$ cat config.mk
export PLATFORM = sky130hd
export DESIGN_NAME = bcdadj_core
export DESIGN_NICKNAME = d
export VERILOG_FILES = /design/src/bcdadj_pkg.sv /design/src/bcdadj_core.sv
export VERILOG_INCLUDE_DIRS = /design/src
export SDC_FILE = /design/constraint.sdc
export NUM_CORES = 1
export LEC_CHECK = 0
export ABC_AREA = 1
export BUFFER_PORTS_ARGS = -buffer_cell sky130_fd_sc_hd__buf_4
export CAP_MARGIN = 10
export CORE_ASPECT_RATIO = 2
export CORE_MARGIN = 5
export CORE_UTILIZATION = 30
export DETAILED_ROUTE_END_ITERATION = 8
export GPL_TIMING_DRIVEN = 0
export PLACE_DENSITY = 0.59
export SKIP_CTS_REPAIR_TIMING = 1
export SLEW_MARGIN = 5
export SYNTH_ARGS = -nofsm -noshare
export SYNTH_HDL_FRONTEND = slang
export SYNTH_SLANG_ARGS = --single-unit
$ cat constraint.sdc
create_clock -name ref_clk -period 4.12 [get_ports ref_clk]
set_input_delay 0.618 -clock ref_clk [delete_from_list [all_inputs] [get_ports ref_clk]]
set_output_delay 0.618 -clock ref_clk [all_outputs]
set_load 0.005 [all_outputs]
$ cat src/bcdadj_consts.svh
//////////////////////////////////////////////////////////////////////////////
// Purpose: constants for the decimal-adjust datapath
// Assumes: included by bare name
// Notes:   definitions only
//////////////////////////////////////////////////////////////////////////////
`ifndef BCDADJ_CONSTS_SVH
`define BCDADJ_CONSTS_SVH

`define BCDADJ_DIGIT_MAX   4'h9   // largest legal bcd digit
`define BCDADJ_DIGIT_FIX   4'h6   // correction added to a bad digit
`define BCDADJ_W_RST       8'h00  // reset value of the result byte
`define BCDADJ_DONE_RST    1'b0   // reset value of the done pulse
`define BCDADJ_PHASES      3      // edges from issue to write phase

`endif

$ cat src/bcdadj_pkg.sv
//////////////////////////////////////////////////////////////////////////////
// Purpose: types and arithmetic for the decimal-adjust datapath
// Assumes: bcdadj_consts.svh available
// Notes:   the correction function is shared by logic and assertions
//////////////////////////////////////////////////////////////////////////////
`include "bcdadj_consts.svh"

package bcdadj_pkg;

  // status flags carried with the working register
  typedef struct packed {
    logic negative;
    logic overflow;
    logic zero;
    logic half_byte_overflow_bit;
    logic byte_overflow_bit;
  } bcdadj_flags_t;

  // one adjusted result
  typedef struct packed {
    logic [7:0] value;
    logic       carry;
  } bcdadj_res_t;

  // instruction phases after decode
  typedef enum logic [1:0] {
    BCDADJ_IDLE,
    BCDADJ_READ,
    BCDADJ_PROC,
    BCDADJ_WRITE
  } bcdadj_state_t;

  // low nibble then high nibble; low carry ripples into the high digit
  function automatic bcdadj_res_t bcdadj_fix(
    input logic [7:0] w,
    input logic       c,
    input logic       hc
  );
    logic [8:0]  sum_lo;
    logic [8:0]  sum_hi;
    bcdadj_res_t r;
    sum_lo = {1'b0, w};
    if ((w[3:0] > `BCDADJ_DIGIT_MAX) || hc)
    begin
      sum_lo = sum_lo + {5'h00, `BCDADJ_DIGIT_FIX};
    end
    sum_hi = sum_lo;
    if ((sum_lo[7:4] > `BCDADJ_DIGIT_MAX) || c || sum_lo[8])
    begin
      sum_hi = sum_lo + {1'b0, `BCDADJ_DIGIT_FIX, 4'h0};
    end
    r.value = sum_hi[7:0];
    r.carry = c | sum_hi[8] | (sum_hi != sum_lo);
    return r;
  endfunction

endpackage

$ cat src/bcdadj_core.sv
//////////////////////////////////////////////////////////////////////////////
// Purpose: decimal adjust of the working register after a packed bcd add
// Assumes: issue, w_in and flags_in come from core logic on ref_clk
// Notes:   four-phase instruction; only the byte carry flag is altered
//////////////////////////////////////////////////////////////////////////////
`timescale 1ns/1ps

`include "bcdadj_consts.svh"

module bcdadj_core
  import bcdadj_pkg::*;
(
  input  wire logic          ref_clk,
  input  wire logic          resetn,
  input  wire logic          issue,
  input  wire logic [7:0]    w_in,
  input  wire bcdadj_flags_t flags_in,
  output logic [7:0]         w_out,
  output bcdadj_flags_t      flags_out,
  output logic               done,
  output logic               busy
);

  ////////////////////////////////////////////////////////////////////////////
  // reset release through two flops
  logic rst_meta_reg;
  logic rst_sync_reg;

  always_ff @(posedge ref_clk or negedge resetn)
  begin
    if (!resetn)
    begin
      rst_meta_reg <= 1'b0;
      rst_sync_reg <= 1'b0;
    end
    else
    begin
      rst_meta_reg <= 1'b1;
      rst_sync_reg <= rst_meta_reg;
    end
  end

  ////////////////////////////////////////////////////////////////////////////
  // phase sequencer and datapath state
  bcdadj_state_t state_reg;
  bcdadj_state_t state_next;
  logic [7:0]    op_reg;
  logic [7:0]    op_next;
  bcdadj_flags_t fl_reg;
  bcdadj_flags_t fl_next;
  bcdadj_res_t   res_reg;
  bcdadj_res_t   res_next;
  logic [7:0]    w_out_reg;
  logic [7:0]    w_out_next;
  bcdadj_flags_t flo_reg;
  bcdadj_flags_t flo_next;
  logic          done_reg;
  logic          done_next;
  logic          busy_reg;
  logic          busy_next;

  // issue is ignored while an adjust is in flight
  always_comb
  begin
    state_next = state_reg;
    op_next    = op_reg;
    fl_next    = fl_reg;
    res_next   = res_reg;
    w_out_next = w_out_reg;
    flo_next   = flo_reg;
    done_next  = 1'b0;
    busy_next  = busy_reg;
    case (state_reg)
      BCDADJ_IDLE:
      begin
        if (issue)
        begin
          state_next = BCDADJ_READ;
          busy_next  = 1'b1;
        end
      end
      BCDADJ_READ:
      begin
        op_next    = w_in;
        fl_next    = flags_in;
        state_next = BCDADJ_PROC;
      end
      BCDADJ_PROC:
      begin
        res_next   = bcdadj_fix(op_reg, fl_reg.byte_overflow_bit,
                                fl_reg.half_byte_overflow_bit);
        state_next = BCDADJ_WRITE;
      end
      BCDADJ_WRITE:
      begin
        w_out_next = res_reg.value;
        flo_next   = fl_reg;
        flo_next.byte_overflow_bit = res_reg.carry;
        done_next  = 1'b1;
        busy_next  = 1'b0;
        state_next = BCDADJ_IDLE;
      end
      default:
      begin
        state_next = BCDADJ_IDLE;
        busy_next  = 1'b0;
      end
    endcase
  end

  // registers only; the flags output idles at zero until first write
  always_ff @(posedge ref_clk or negedge resetn)
  begin
    if (!resetn)
    begin
      state_reg <= BCDADJ_IDLE;
      op_reg    <= `BCDADJ_W_RST;
      fl_reg    <= '0;
      res_reg   <= '0;
      w_out_reg <= `BCDADJ_W_RST;
      flo_reg   <= '0;
      done_reg  <= `BCDADJ_DONE_RST;
      busy_reg  <= 1'b0;
    end
    else if (!rst_sync_reg)
    begin
      state_reg <= BCDADJ_IDLE;
      done_reg  <= `BCDADJ_DONE_RST;
      busy_reg  <= 1'b0;
    end
    else
    begin
      state_reg <= state_next;
      op_reg    <= op_next;
      fl_reg    <= fl_next;
      res_reg   <= res_next;
      w_out_reg <= w_out_next;
      flo_reg   <= flo_next;
      done_reg  <= done_next;
      busy_reg  <= busy_next;
    end
  end

  assign w_out     = w_out_reg;
  assign flags_out = flo_reg;
  assign done      = done_reg;
  assign busy      = busy_reg;
endmodule // bcdadj_core

==> flow_summary_export.csv <==
group,metric,value,unit
logic_synthesis,main_combinational_cell_family_by_area_after_synthesis,"simple AND/OR/NAND/NOR gates",
grt,globalRoute.totalOverflow,0,
sta,clock.fmax,561,MHz
drt,drcViolationCount,0,
hold_path,min-delay-path-class,"in2async",
sta,timing.max_slew.rel_slack,64.4,%
worst_setup_path,timing.critical_path.cells,"inv_2 > ha_1 > nor2_4 > nand2_1 > nand2_2 > nand2_4 > ha_1 > inv_1 > nand3_1 > nand2_1 > inv_1 > nand2_1 > nand2_1 > nand2_1 > nand2_1",
grt,grt_antenna_before_repair,0,
grt,grt_use_total,10.5,%
sta,totalNegativeSetupSlack,0,ps
floorplan,design.die.area,8100,sq um
sta,finalCriticalPeriod,1780,ps
worst_setup_path,path_class,"reg2reg",
logic_synthesis,count_leader_synth,"sky130_fd_sc_hd__nand2_1",
finish,post_route_cells_drive_above_1_share,22.4,%
logic_synthesis,syn-cell-area,1900,sq um
drt,detailedRoute.firstIterationViolations,47,
sta,tightest_slew,528,ps
worst_setup_path,crit_path_max_fanout,4,
worst_setup_path,cp-start-kind,"register",
floorplan,core_region_area,6260,sq um
cts,cts_tree,"done",
worst_setup_path,timing.critical_path.to_type,"register",
drt,vias,1449,
logic_synthesis,synth_top_flop_cell,"sky130_fd_sc_hd__dfrtp_1",
sta,rsz_0062_raised_after_global_routing,"false",
placed_design,placedInstanceArea,2230,sq um
worst_setup_path,worst_ep_arrival_time,1950,ps
sta,postLayoutSetupSlackWorst,2340,ps
finish,largest_register_ff_count,9,
drt,routed_wl,3680,um
cts,htree_levels,2,
logic_synthesis,netlist-cell-type-count,26,
placed_design,placedCellCount,333,
drt,avg_vias_per_cell,4.25,
cts,clk_root_buffer_cell,"sky130_fd_sc_hd__clkbuf_16",
worst_setup_path,critPathMostFrequentCell,"sky130_fd_sc_hd__nand2_1",
cts,clk_pin_slew_worst_paths,60,ps
worst_setup_path,worst_path_max_delay_cell,"sky130_fd_sc_hd__dfrtp_1",
worst_setup_path,timing.rr.start,"op_reg[1]",
finish,final-seq-area,1030,sq um
worst_setup_path,timing.reg2reg.setup_slack,2340,ps
floorplan,io-pin-count,31,
drt,route.detailed.wl_per_inst,10.8,um
logic_synthesis,synth_area_leaders,"sky130_fd_sc_hd__dfrtp_1 (54%), sky130_fd_sc_hd__nand2_1 (12%), sky130_fd_sc_hd__ha_1 (4.0%)",
logic_synthesis,post_synthesis_simple_gate_area_fraction,25.2,%
outcome,outcome,"finished, final reports clean",
logic_synthesis,synth-seq-area-share,54.1,%
worst_setup_path,crit_path_required_time,4290,ps
sta,period_share,43.2,%
sta,setup_viol_count_final,0,
logic_synthesis,synth_enable_flop_cells,0,
finish,multi_input_logic_area,753,sq um
logic_synthesis,synth_warnings,0,
grt,grt_first_pass_wirelength,6550,um
logic_synthesis,syn_avg_cell_area,8.74,sq um
finish,post-route-cell-area,2400,sq um
finish,fin_cells,341,
sta,final-max-slew-violation-count,0,
logic_synthesis,synth_cells,217,
power_and_ir_drop,ir_worst_vdd,329,uV
floorplan,num_rows,41,
logic_synthesis,synth.top_cell.area_share,54.1,%
worst_setup_path,reg2regPathDepth,15,
logic_synthesis,synth_top_area_cell,"sky130_fd_sc_hd__dfrtp_1",
grt,grt_pass1_vias,1480,
drt,detail_route.first_pass.iterations,4,
placed_design,finalWeightedCongestion,0.797,
cts,clock_sink_count,41,
logic_synthesis,synth_mux_area_share,1.19,%
logic_synthesis,synthesis.nets,239,
logic_synthesis,yosys.area_share.xor_xnor,0.924,%
sta,fin_skew,1.74,ps
logic_synthesis,synth_compound_area_share,8.25,%
worst_setup_path,critical-path-max-stage-delay,370,ps
placed_design,place_ws,2330,ps
flow_run,maxCapViolCount,0,
grt,pin_count_of_the_biggest_net_entering_global_routing,42,
finish,final_nets,276,
logic_synthesis,synthArstFlopShare,100,%
cts,worst_skew_pair.late_latency,280,ps
worst_setup_path,crit-reg2reg-capture,"res_reg[8]",
placed_design,dp.final_hpwl,2950,um
placed_design,place.port_buffers,30,
cts,clock_path_buffers,2,
power_and_ir_drop,static-leakage-power,1.26,nW
finish,n_fill_cell,678,
finish,syn2layout_area_growth,26.7,%
sta,timing.final.hold_violations,0,
power_and_ir_drop,powerDensity,787,nW/um^2
finish,antenna_diode_count,0,
logic_synthesis,synth.top_cells.by_count,"sky130_fd_sc_hd__nand2_1 (63), sky130_fd_sc_hd__dfrtp_1 (41), sky130_fd_sc_hd__inv_1 (20), sky130_fd_sc_hd__nor2_1 (16), sky130_fd_sc_hd__a21oi_1 (14)",
logic_synthesis,yosys.area_share.adder,3.96,%
floorplan,dieHeight,122,um
logic_synthesis,synth-seq-cells,41,
floorplan,die_w,66.2,um
cts,cts_made_buffers,5,
floorplan,start_util,30.3,%
drt,ant_nets,0,
-- report_power, final --
part	internal [mW]	leakage, nW	switching [mW]
sequential	0.575	0.497	0.112
clock	0.302	0.0841	0.143
combinational	0.323	0.681	0.434
-- metrics by stage --
step / hold WS [ps] / utilization (%) / power (mW)
floorplan: 322 / - / 1.22
global placement: 333 / 35.6 / 1.44
detailed placement: 341 / 35.6 / 1.46
CTS: 332 / 38.4 / 1.92
global route: 369 / 38.4 / 2.06
finish: 313 / 38.4 / 1.89
-- cell usage in the layout, fill, tap and decap left out, types with 2 or more instances in the layout --
cell                        synthesis  routed
sky130_fd_sc_hd__inv_2              5       5
sky130_fd_sc_hd__nand3_1            7       7
sky130_fd_sc_hd__nand2_1           63      63
sky130_fd_sc_hd__clkbuf_1           5       6
sky130_fd_sc_hd__xor2_1             2       2
sky130_fd_sc_hd__nand2_2            5       5
sky130_fd_sc_hd__o21ai_1            2       2
sky130_fd_sc_hd__dfrtp_1           41      41
sky130_fd_sc_hd__mux2_2             2       2
sky130_fd_sc_hd__clkbuf_16          0       5
sky130_fd_sc_hd__nor2_1            16      16
sky130_fd_sc_hd__o21ai_0           11      11
sky130_fd_sc_hd__a21oi_1           14      14
sky130_fd_sc_hd__ha_1               6       6
sky130_fd_sc_hd__inv_1             20      20
sky130_fd_sc_hd__buf_4              0      30
sky130_fd_sc_hd__nand2_4            5       5
sky130_fd_sc_hd__nand4_1            3       3
-- critical path, delay by kind of cell, from the launching register on --
| kind | cells | cell delay, ps |
|---|---|---|
| adder cells (fa/ha/maj) | 2 | 450 |
| buffers and inverters | 3 | 160 |
| flip-flops | 1 | 370 |
| AND/OR/NAND/NOR | 10 | 700 |
-- metal layers --
| metal | part of all wire [%] | global-route usage (%) | vias up |
|---|---|---|---|
| met2 | 56 | 19.4 | 28 |
| met4 | 2.5 | 5.60 | 0 |
| met5 | 0 | 0 | - |
| met1 | 38 | 10.8 | 662 |
| li1 | - | - | 752 |
| met3 | 3.5 | 1.92 | 7 |
-- cell families (layout without fill, tap and decap cells) --
family          count (synthesis)  in the layout
fa+ha+maj                       6              6
other cells                     1              1
mux                             2              2
compound gates                 30             30
simple gates                  104            104
buf+inv                        31             69
flops                          41             41
xor+xnor                        2              2
-- worst max path at each step --
stage | start | to | slack [ps] | depth (start not counted)
final | op_reg[1] | res_reg[8] | 2340 | 15
after global routing | op_reg[1] | res_reg[8] | 2110 | 15
after CTS | op_reg[1] | res_reg[8] | 2310 | 15
after detailed placement | op_reg[1] | res_reg[8] | 2330 | 15
after global placement | op_reg[1] | res_reg[8] | 2350 | 15
after floorplan | op_reg[1] | res_reg[8] | 2490 | 15
-- final cells by class --
type	instances	share of cell area, %
multi-input combinational	145	31.4
sequential	41	42.7
timing repair buffer	30	9.38
clock buffer	7	5.94
inverter	26	4.06
clock inverter	1	1.25
buffer	5	0.782
tap	86	4.48
Power figures use the tool's default switching activity.
